==> src/hw/cpg_pkg.sv <==
// Constants, register map and types of the PWM generator.
// Assumes a 50 MHz sys_clk that stands for the core oscillator.
package cpg_pkg;
  localparam int unsigned AW = 8;
  localparam int unsigned DW = 32;
  localparam int unsigned DUTY_W = 10;
  // Register byte addresses
  localparam logic [7:0] OFF_PERIOD = 8'h00;
  localparam logic [7:0] OFF_DUTY = 8'h04;
  localparam logic [7:0] OFF_SHADOW = 8'h08;
  localparam logic [7:0] OFF_FLAGS = 8'h0C;
  localparam logic [7:0] OFF_CTRL = 8'h10;
  localparam logic [7:0] OFF_TIMER = 8'h14;
  localparam logic [7:0] OFF_TCON = 8'h18;
  localparam logic [7:0] OFF_ENABLES = 8'h8C;
  // Reset values
  localparam logic [7:0] RST_PERIOD = 8'hFF;
  localparam logic [7:0] RST_BYTE = 8'h00;
  // Implemented bits
  localparam logic [7:0] FLAGS_MASK = 8'h4F;
  localparam logic [7:0] ENABLES_MASK = 8'h4F;
  localparam logic [7:0] CTRL_MASK = 8'h3F;
  localparam logic [7:0] TCON_MASK = 8'h7F;
  // Field positions
  localparam int unsigned FLAG_TMATCH = 1;
  localparam int unsigned FLAG_CCP = 2;
  localparam int unsigned CTRL_LSB_LO = 4;
  localparam int unsigned CTRL_MODE_LO = 2;
  localparam int unsigned TCON_ON = 2;
  localparam int unsigned TCON_POST_LO = 3;
  localparam logic [1:0] PWM_MODE = 2'h3;
  // Prescale selections and their counter limits
  localparam logic [1:0] PRESC_1 = 2'h0;
  localparam logic [1:0] PRESC_4 = 2'h1;
  localparam logic [3:0] LIM_1 = 4'h0;
  localparam logic [3:0] LIM_4 = 4'h3;
  localparam logic [3:0] LIM_16 = 4'hF;
  localparam logic [1:0] Q_LAST = 2'h3;
  localparam logic [1:0] RESP_OKAY = 2'h0;
  localparam logic [1:0] RESP_SLVERR = 2'h2;
  typedef enum logic [0:0] {
    CPG_W_IDLE = 1'b0,
    CPG_W_RESP = 1'b1
  } cpg_wstate_e;
  typedef enum logic [0:0] {
    CPG_R_IDLE = 1'b0,
    CPG_R_DATA = 1'b1
  } cpg_rstate_e;
endpackage : cpg_pkg

==> src/hw/cpg_pwm_generator.sv <==
// PWM generator with AXI4-Lite register access and one output pin.
// Assumes a single 50 MHz clock and synchronous active-high reset.
//
// Local design decision: the AXI4-Lite slave port.
`timescale 1ns/1ps
module cpg_pwm_generator (
  input wire logic sys_clk,
  input wire logic reset,
  input wire logic s_axi_awvalid,
  output logic s_axi_awready,
  input wire logic [7:0] s_axi_awaddr,
  input wire logic [2:0] s_axi_awprot,
  input wire logic s_axi_wvalid,
  output logic s_axi_wready,
  input wire logic [31:0] s_axi_wdata,
  input wire logic [3:0] s_axi_wstrb,
  output logic s_axi_bvalid,
  input wire logic s_axi_bready,
  output logic [1:0] s_axi_bresp,
  input wire logic s_axi_arvalid,
  output logic s_axi_arready,
  input wire logic [7:0] s_axi_araddr,
  input wire logic [2:0] s_axi_arprot,
  output logic s_axi_rvalid,
  input wire logic s_axi_rready,
  output logic [31:0] s_axi_rdata,
  output logic [1:0] s_axi_rresp,
  output logic pwm_pin,
  output logic pwm_pin_oe
);
  // Software registers
  logic [7:0] period_reg;
  logic [7:0] duty_reg;
  logic [7:0] shadow_reg;
  logic [1:0] lsb_latch_reg;
  logic [7:0] flags_reg;
  logic [7:0] enables_reg;
  logic [7:0] ctrl_reg;
  logic [7:0] tcon_reg;
  logic [3:0] post_cnt_reg;
  logic pin_reg;
  // Bus state
  cpg_pkg::cpg_wstate_e ws_reg;
  cpg_pkg::cpg_rstate_e rs_reg;
  logic aw_got_reg;
  logic w_got_reg;
  logic [7:0] waddr_reg;
  logic [7:0] wdata_reg;
  logic wstrb0_reg;
  logic [1:0] bresp_reg;
  logic [31:0] rdata_reg;
  logic [1:0] rresp_reg;
  // Time base
  logic [7:0] timer;
  logic [9:0] ext_next;
  logic match;
  // Derived
  logic wr_fire;
  logic wr_byte;
  logic pwm_mode;
  logic [9:0] duty_buf;
  logic [9:0] duty_active;
  logic post_event;

  // True when an address names a register
  function automatic logic addr_mapped(input logic [7:0] a);
    case (a)
      cpg_pkg::OFF_PERIOD, cpg_pkg::OFF_DUTY, cpg_pkg::OFF_SHADOW,
      cpg_pkg::OFF_FLAGS, cpg_pkg::OFF_CTRL, cpg_pkg::OFF_TIMER,
      cpg_pkg::OFF_TCON, cpg_pkg::OFF_ENABLES: addr_mapped = 1'b1;
      default: addr_mapped = 1'b0;
    endcase
  endfunction : addr_mapped

  // True when a committed write with lane 0 hits the given offset
  function automatic logic hit(input logic [7:0] a);
    hit = wr_byte && waddr_reg == a;
  endfunction : hit

  // Time base instance
  cpg_timebase u_timebase (
    .sys_clk(sys_clk),
    .reset(reset),
    .timer_on(tcon_reg[cpg_pkg::TCON_ON]),
    .presc_sel(tcon_reg[1:0]),
    .period(period_reg),
    .timer(timer),
    .ext_next(ext_next),
    .match(match)
  );

  // Decode of mode, buffered and active duty
  assign pwm_mode = ctrl_reg[cpg_pkg::CTRL_MODE_LO +: 2] == cpg_pkg::PWM_MODE;
  assign duty_buf = {duty_reg, ctrl_reg[cpg_pkg::CTRL_LSB_LO +: 2]};
  assign duty_active = {shadow_reg, lsb_latch_reg};
  // Count left above a lowered postscale limit still fires at once
  assign post_event = match
      && post_cnt_reg >= tcon_reg[cpg_pkg::TCON_POST_LO +: 4];

  // Write handshakes: address and data accepted in either order
  assign s_axi_awready = ws_reg == cpg_pkg::CPG_W_IDLE && !aw_got_reg;
  assign s_axi_wready = ws_reg == cpg_pkg::CPG_W_IDLE && !w_got_reg;
  assign wr_fire = ws_reg == cpg_pkg::CPG_W_IDLE && aw_got_reg && w_got_reg;
  assign wr_byte = wr_fire && wstrb0_reg;
  assign s_axi_bvalid = ws_reg == cpg_pkg::CPG_W_RESP;
  assign s_axi_bresp = bresp_reg;

  // Write channel capture and response state
  always_ff @(posedge sys_clk) begin
    if (reset) begin
      ws_reg <= cpg_pkg::CPG_W_IDLE;
      aw_got_reg <= 1'b0;
      w_got_reg <= 1'b0;
      waddr_reg <= 8'h00;
      wdata_reg <= 8'h00;
      wstrb0_reg <= 1'b0;
      bresp_reg <= cpg_pkg::RESP_OKAY;
    end else begin
      case (ws_reg)
        cpg_pkg::CPG_W_IDLE: begin
          if (s_axi_awvalid && s_axi_awready) begin
            aw_got_reg <= 1'b1;
            waddr_reg <= s_axi_awaddr;
          end
          if (s_axi_wvalid && s_axi_wready) begin
            w_got_reg <= 1'b1;
            wdata_reg <= s_axi_wdata[7:0];
            wstrb0_reg <= s_axi_wstrb[0];
          end
          if (wr_fire) begin
            aw_got_reg <= 1'b0;
            w_got_reg <= 1'b0;
            ws_reg <= cpg_pkg::CPG_W_RESP;
            bresp_reg <= addr_mapped(waddr_reg) ? cpg_pkg::RESP_OKAY
                                                : cpg_pkg::RESP_SLVERR;
          end
        end
        cpg_pkg::CPG_W_RESP: begin
          if (s_axi_bready) begin
            ws_reg <= cpg_pkg::CPG_W_IDLE;
          end
        end
        default: ws_reg <= cpg_pkg::CPG_W_IDLE;
      endcase
    end
  end

  // Period, duty and timer control registers
  always_ff @(posedge sys_clk) begin
    if (reset) begin
      period_reg <= cpg_pkg::RST_PERIOD;
      duty_reg <= cpg_pkg::RST_BYTE;
      ctrl_reg <= cpg_pkg::RST_BYTE;
      tcon_reg <= cpg_pkg::RST_BYTE;
      enables_reg <= cpg_pkg::RST_BYTE;
    end else begin
      if (hit(cpg_pkg::OFF_PERIOD)) begin
        period_reg <= wdata_reg;
      end
      if (hit(cpg_pkg::OFF_DUTY)) begin
        duty_reg <= wdata_reg;
      end
      if (hit(cpg_pkg::OFF_CTRL)) begin
        ctrl_reg <= wdata_reg & cpg_pkg::CTRL_MASK;
      end
      if (hit(cpg_pkg::OFF_TCON)) begin
        tcon_reg <= wdata_reg & cpg_pkg::TCON_MASK;
      end
      if (hit(cpg_pkg::OFF_ENABLES)) begin
        enables_reg <= wdata_reg & cpg_pkg::ENABLES_MASK;
      end
    end
  end

  // Shadow duty and hidden latch load only at the period match
  always_ff @(posedge sys_clk) begin
    if (reset) begin
      shadow_reg <= cpg_pkg::RST_BYTE;
      lsb_latch_reg <= 2'h0;
    end else if (match) begin
      shadow_reg <= duty_buf[9:2];
      lsb_latch_reg <= duty_buf[1:0];
    end
  end

  // Postscaler counts matches to pace the flag only
  always_ff @(posedge sys_clk) begin
    if (reset) begin
      post_cnt_reg <= 4'h0;
    end else if (match) begin
      post_cnt_reg <= post_event ? 4'h0 : post_cnt_reg + 4'h1;
    end
  end

  // Flags: software writes, hardware set wins over a clear
  always_ff @(posedge sys_clk) begin
    if (reset) begin
      flags_reg <= cpg_pkg::RST_BYTE;
    end else begin
      if (hit(cpg_pkg::OFF_FLAGS)) begin
        flags_reg <= wdata_reg & cpg_pkg::FLAGS_MASK;
      end
      if (post_event) begin
        flags_reg[cpg_pkg::FLAG_TMATCH] <= 1'b1;
      end
    end
  end

  // Output latch: set at period start, cleared at duty compare
  always_ff @(posedge sys_clk) begin
    if (reset) begin
      pin_reg <= 1'b0;
    end else if (!pwm_mode) begin
      pin_reg <= 1'b0;
    end else if (match) begin
      pin_reg <= duty_buf != 10'h000;
    end else if (ext_next == duty_active) begin
      pin_reg <= 1'b0;
    end
  end

  assign pwm_pin = pin_reg;
  assign pwm_pin_oe = pwm_mode;

  // Read channel: registered data, one beat per address
  assign s_axi_arready = rs_reg == cpg_pkg::CPG_R_IDLE;
  assign s_axi_rvalid = rs_reg == cpg_pkg::CPG_R_DATA;
  assign s_axi_rdata = rdata_reg;
  assign s_axi_rresp = rresp_reg;

  always_ff @(posedge sys_clk) begin
    if (reset) begin
      rs_reg <= cpg_pkg::CPG_R_IDLE;
      rdata_reg <= 32'h0000_0000;
      rresp_reg <= cpg_pkg::RESP_OKAY;
    end else begin
      case (rs_reg)
        cpg_pkg::CPG_R_IDLE: begin
          if (s_axi_arvalid) begin
            rs_reg <= cpg_pkg::CPG_R_DATA;
            rresp_reg <= addr_mapped(s_axi_araddr) ? cpg_pkg::RESP_OKAY
                                                   : cpg_pkg::RESP_SLVERR;
            case (s_axi_araddr)
              cpg_pkg::OFF_PERIOD: rdata_reg <= {24'h000000, period_reg};
              cpg_pkg::OFF_DUTY: rdata_reg <= {24'h000000, duty_reg};
              cpg_pkg::OFF_SHADOW: rdata_reg <= {24'h000000, shadow_reg};
              cpg_pkg::OFF_FLAGS: rdata_reg <= {24'h000000, flags_reg};
              cpg_pkg::OFF_CTRL: rdata_reg <= {24'h000000, ctrl_reg};
              cpg_pkg::OFF_TIMER: rdata_reg <= {24'h000000, timer};
              cpg_pkg::OFF_TCON: rdata_reg <= {24'h000000, tcon_reg};
              cpg_pkg::OFF_ENABLES: rdata_reg <= {24'h000000, enables_reg};
              default: rdata_reg <= 32'h0000_0000;
            endcase
          end
        end
        cpg_pkg::CPG_R_DATA: begin
          if (s_axi_rready) begin
            rs_reg <= cpg_pkg::CPG_R_IDLE;
          end
        end
        default: rs_reg <= cpg_pkg::CPG_R_IDLE;
      endcase
    end
  end
endmodule : cpg_pwm_generator

==> src/hw/cpg_timebase.sv <==
// Quarter-cycle counter, prescaler and 8-bit period timer.
// Assumes synchronous active-high reset on sys_clk.
`timescale 1ns/1ps
module cpg_timebase (
  input wire logic sys_clk,
  input wire logic reset,
  input wire logic timer_on,
  input wire logic [1:0] presc_sel,
  input wire logic [7:0] period,
  output logic [7:0] timer,
  output logic [9:0] ext_next,
  output logic match
);
  logic [1:0] q_reg;
  logic [3:0] presc_reg;
  logic [7:0] timer_reg;
  logic [3:0] limit;
  logic step;
  logic [1:0] q_next;
  logic [3:0] presc_next;
  logic [7:0] timer_next;
  logic [1:0] sub_next;

  // Prescale limit and the increment strobe
  always_comb begin
    case (presc_sel)
      cpg_pkg::PRESC_1: limit = cpg_pkg::LIM_1;
      cpg_pkg::PRESC_4: limit = cpg_pkg::LIM_4;
      default: limit = cpg_pkg::LIM_16;
    endcase
    step = timer_on && q_reg == cpg_pkg::Q_LAST && presc_reg >= limit;
    match = step && timer_reg == period;
  end

  // Next values of the counters
  always_comb begin
    q_next = timer_on ? q_reg + 2'h1 : q_reg;
    presc_next = presc_reg;
    if (timer_on && q_reg == cpg_pkg::Q_LAST) begin
      // A count left above a smaller new limit wraps at once
      presc_next = (presc_reg >= limit) ? 4'h0 : presc_reg + 4'h1;
    end
    timer_next = timer_reg;
    if (match) begin
      timer_next = 8'h00;
    end else if (step) begin
      timer_next = timer_reg + 8'h01;
    end
    // Two sub-cycle bits: quarter clock or prescaler bits
    case (presc_sel)
      cpg_pkg::PRESC_1: sub_next = q_next;
      cpg_pkg::PRESC_4: sub_next = presc_next[1:0];
      default: sub_next = presc_next[3:2];
    endcase
    ext_next = {timer_next, sub_next};
  end

  // Counter registers
  always_ff @(posedge sys_clk) begin
    if (reset) begin
      q_reg <= 2'h0;
      presc_reg <= 4'h0;
      timer_reg <= 8'h00;
    end else begin
      q_reg <= q_next;
      presc_reg <= presc_next;
      timer_reg <= timer_next;
    end
  end

  assign timer = timer_reg;
endmodule : cpg_timebase

==> config.mk <==
export PLATFORM = sky130hd
export DESIGN_NAME = cpg_pwm_generator
export DESIGN_NICKNAME = d
export VERILOG_FILES = /design/src/hw/cpg_pkg.sv /design/src/hw/cpg_pwm_generator.sv /design/src/hw/cpg_timebase.sv
export SDC_FILE = /design/constraint.sdc
export NUM_CORES = 1
export LEC_CHECK = 0
export BUFFER_PORTS_ARGS = -buffer_cell sky130_fd_sc_hd__buf_4
export CAP_MARGIN = 0
export CORE_MARGIN = 2
export CORE_UTILIZATION = 49
export CTS_BUF_LIST = sky130_fd_sc_hd__clkbuf_4 sky130_fd_sc_hd__clkbuf_8 sky130_fd_sc_hd__clkbuf_16
export CTS_CLUSTER_DIAMETER = 60
export DETAILED_ROUTE_END_ITERATION = 10
export GPL_TIMING_DRIVEN = 0
export PLACE_DENSITY = 0.73
export SLEW_MARGIN = 20
export SYNTH_ARGS = -nofsm -noshare
export SYNTH_HDL_FRONTEND = slang
export SYNTH_SLANG_ARGS = --single-unit
export TNS_END_PERCENT = 100
==> constraint.sdc <==
create_clock -name sys_clk -period 5.49 [get_ports sys_clk]
set_clock_uncertainty 0.2 [all_clocks]
set_input_delay 0.2745 -clock sys_clk [delete_from_list [all_inputs] [get_ports sys_clk]]
set_output_delay 0.2745 -clock sys_clk [all_outputs]
set_load 0.01 [all_outputs]
==> impl_metrics.json <==
{
  "outcome": "finished clean",
  "critPathCaptureType": "register",
  "cts_tree": "built",
  "hp-class": "primary input to register",
  "n_antenna_cell": 0,
  "p_leak_nw": 2.46,
  "synth-main-ff-cell": "dfxtp_1",
  "grt_max_degree": 16,
  "rsz0062_at_grt": "no",
  "vias": 4743,
  "rows": 37,
  "postCtsSetupBuffers": 0,
  "clk_root_buffer_cell": "clkbuf_8",
  "fin_crit_ns": 3.49,
  "dr.pass1.iters": 5,
  "synth_edf_count": 0,
  "die_height_um": 106,
  "routedWlPerCell_um": 16.2,
  "avgViaCountPerCell": 5.52,
  "postSynth.asyncResetShare_pct": 0,
  "numCtsBuffers": 9,
  "nets": 797,
  "powerDensity_nw_per_um2": 220,
  "synth_cell_types": 57,
  "start_kind": "register",
  "netlist_instances": 619,
  "synth_area_per_cell_um2": 8.31,
  "grt_pass1_wl_um": 22700,
  "clk_pin_slew_ns": 0.09,
  "synth_seq_cells": 99,
  "drv_cap": 0,
  "io_buffer_count": 46,
  "initial_core_util_pct": 50.0,
  "ios": 108,
  "cp.arrival_ns": 3.54,
  "drc": 0,
  "area_growth_pct": 19.4,
  "routed_wl_um": 13900,
  "hold_viol_final": 0,
  "hpwl_um": 10500,
  "clock.fmax_mhz": 287,
  "yosysSeqAreaShare_pct": 38.5,
  "h-tree-depth": 3,
  "worst-path-max-fanout": 8,
  "gp_congestion": 0.926,
  "coreArea_um2": 10300,
  "drt_iter0_drc": 297,
  "cts_buffer_depth": 2,
  "ant_nets": 0,
  "drive_above_1_share_pct": 16.0,
  "pre_cts_ws_ns": 2.13,
  "insertion_delay_ns": 0.38,
  "die_x_um": 106,
  "netlist_area_um2": 5140,
  "grt_pass1_vias": 4626,
  "holdPathStages": 4,
  "grt_overflow": 0,
  "worst_slack_ns": 2.00,
  "cts_sinks": 99,
  "grt_usage_pct": 25.7,
  "setup-tns-final_ns": 0,
  "antenna_found_initial": 0,
  "dieArea_um2": 11300,
  "ir_drop_v": 0.000176,
  "rr_worst_depth": 10,
  "nFillCells": 919,
  "max-slew-margin-rel_pct": 51.2,
  "setup-violations-final": 0,
  "critPathKind": "register to register",
  "timing.final.max_slew_violations": 0,
  "post-route-period-util_pct": 63.5,
  "ys_warn_count": 0,
  "critPathRequiredTime_ns": 5.54,
  "worst_pin_slew_ns": 0.732
}
[cell type report]
cell class                 instances  area [um2]  share of cell area, %
buffer                            55         325                   5.30
clock buffer                      11         145                   2.36
clock inverter                     4        51.3                  0.836
inverter                          14        52.6                  0.856
multi-input combinational        476        2880                   46.9
sequential                        99        1980                   32.3
tap                              136         170                   2.77
timing repair buffer              65         536                   8.72
[final timing paths]
| path | start | endpoint | slack [ns] |
|---|---|---|---|
| worst max-delay path | tcon_reg[1] | pwm_pin | 2.00 |
| worst min-delay path | s_axi_bready | s_axi_bvalid | 0.02 |
| worst max register to register | tcon_reg[1] | pwm_pin | 2.00 |
| worst min register to register | waddr_reg[1] | waddr_reg[1] | 0.27 |
[cells in the final DEF (no fill, tap or decap), types with 5 or more instances in the layout]
cell type      count
nand2_1          105
dfxtp_1           99
buf_4             73
a21oi_1           60
nor2_1            58
mux2i_1           47
conb_1            26
o21ai_0           22
clkbuf_1          19
nand3_1           19
dlygate4sd3_1     19
inv_1             14
xnor2_1           13
ha_1              12
nor3_1            11
clkbuf_8          10
and2_1             9
buf_2              8
a22oi_1            8
o211ai_1           6
o31ai_1            5
a211oi_1           5
xor2_1             5
mux4_2             5
[repair_timing]
| action | 4_1_cts | 5_1_grt |
|---|---|---|
| hold buffers | 19 | 0 |
| gates resized for setup | 0 | 0 |
| setup endpoints to repair | 0 | 0 |
| hold endpoints to repair | 18 | 0 |
[worst max-delay path, cell delays in order, from the launching register on]
cell      delay (ns)
dfxtp_1         0.54
or2_2           0.19
inv_1           0.04
ha_1            0.28
o211ai_1        0.14
o21ai_0         0.55
nand2_1         0.39
o31ai_1         0.34
a221oi_1        0.14
nor4_1          0.44
a31oi_1         0.13
[power breakdown]
part           switching, W  leakage (nW)  internal, W
registers         0.0000154         0.801     0.000729
clock network      0.000251        0.0988     0.000226
logic             0.0000675          1.56    0.0000604
total              0.000334          2.46      0.00102
[stage by stage]
step / instance area [um2] / power (W) / std cells / hold WS (ns) / util (%)
finish: 6140 / 0.00135 / 860 / 0.0192 / 59.7
global route: 6140 / 0.00140 / 860 / 0.0296 / 59.7
floorplan: 5240 / 0.000830 / 644 / 0.175 / -
CTS: 6140 / 0.00136 / 860 / 0.00118 / 59.7
global placement: 5750 / 0.000874 / 826 / 0.246 / 56.0
detailed placement: 5750 / 0.000877 / 826 / 0.250 / 56.0
[cells by family (layout without fill, tap and decap cells)]
kind of cell / after synthesis / in the layout / share of synthesized area [%]
XOR/XNOR: 18 / 18 / 3.07
AO/OA/AOI/OAI: 122 / 122 / 14.2
other: 1 / 26 / 0.0729
flip-flops: 99 / 99 / 38.5
AND/OR/NAND/NOR: 245 / 245 / 22.3
buffers and inverters: 69 / 149 / 7.35
adder cells (fa/ha/maj): 12 / 12 / 2.92
multiplexers: 53 / 53 / 11.6
[metal layers]
metal	track usage, %	part of all wire (%)	vias to the layer above
li1	-	-	2304
met1	31.8	42	2240
met2	45.0	49	174
met3	3.31	6.5	25
met4	10.7	2.6	0
met5	0	0	-
[Yosys cell counts (5+ instances only)]
cell      number  area [um2]
a211oi_1       5        37.5
a21oi_1       60         300
a22oi_1        8        60.1
and2_1         9        56.3
buf_2          8        40.0
buf_4         27         203
clkbuf_1      19        71.3
dfxtp_1       99        1980
ha_1          12         150
inv_1         14        52.6
mux2i_1       47         470
mux4_2         5         113
nand2_1      105         394
nand3_1       19        95.1
nor2_1        58         218
nor3_1        11        55.1
o211ai_1       6        45.0
o21ai_0       22         110
o31ai_1        5        37.5
xnor2_1       13         114
xor2_1         5        43.8
No activity file was read; power rests on OpenSTA's default activity.
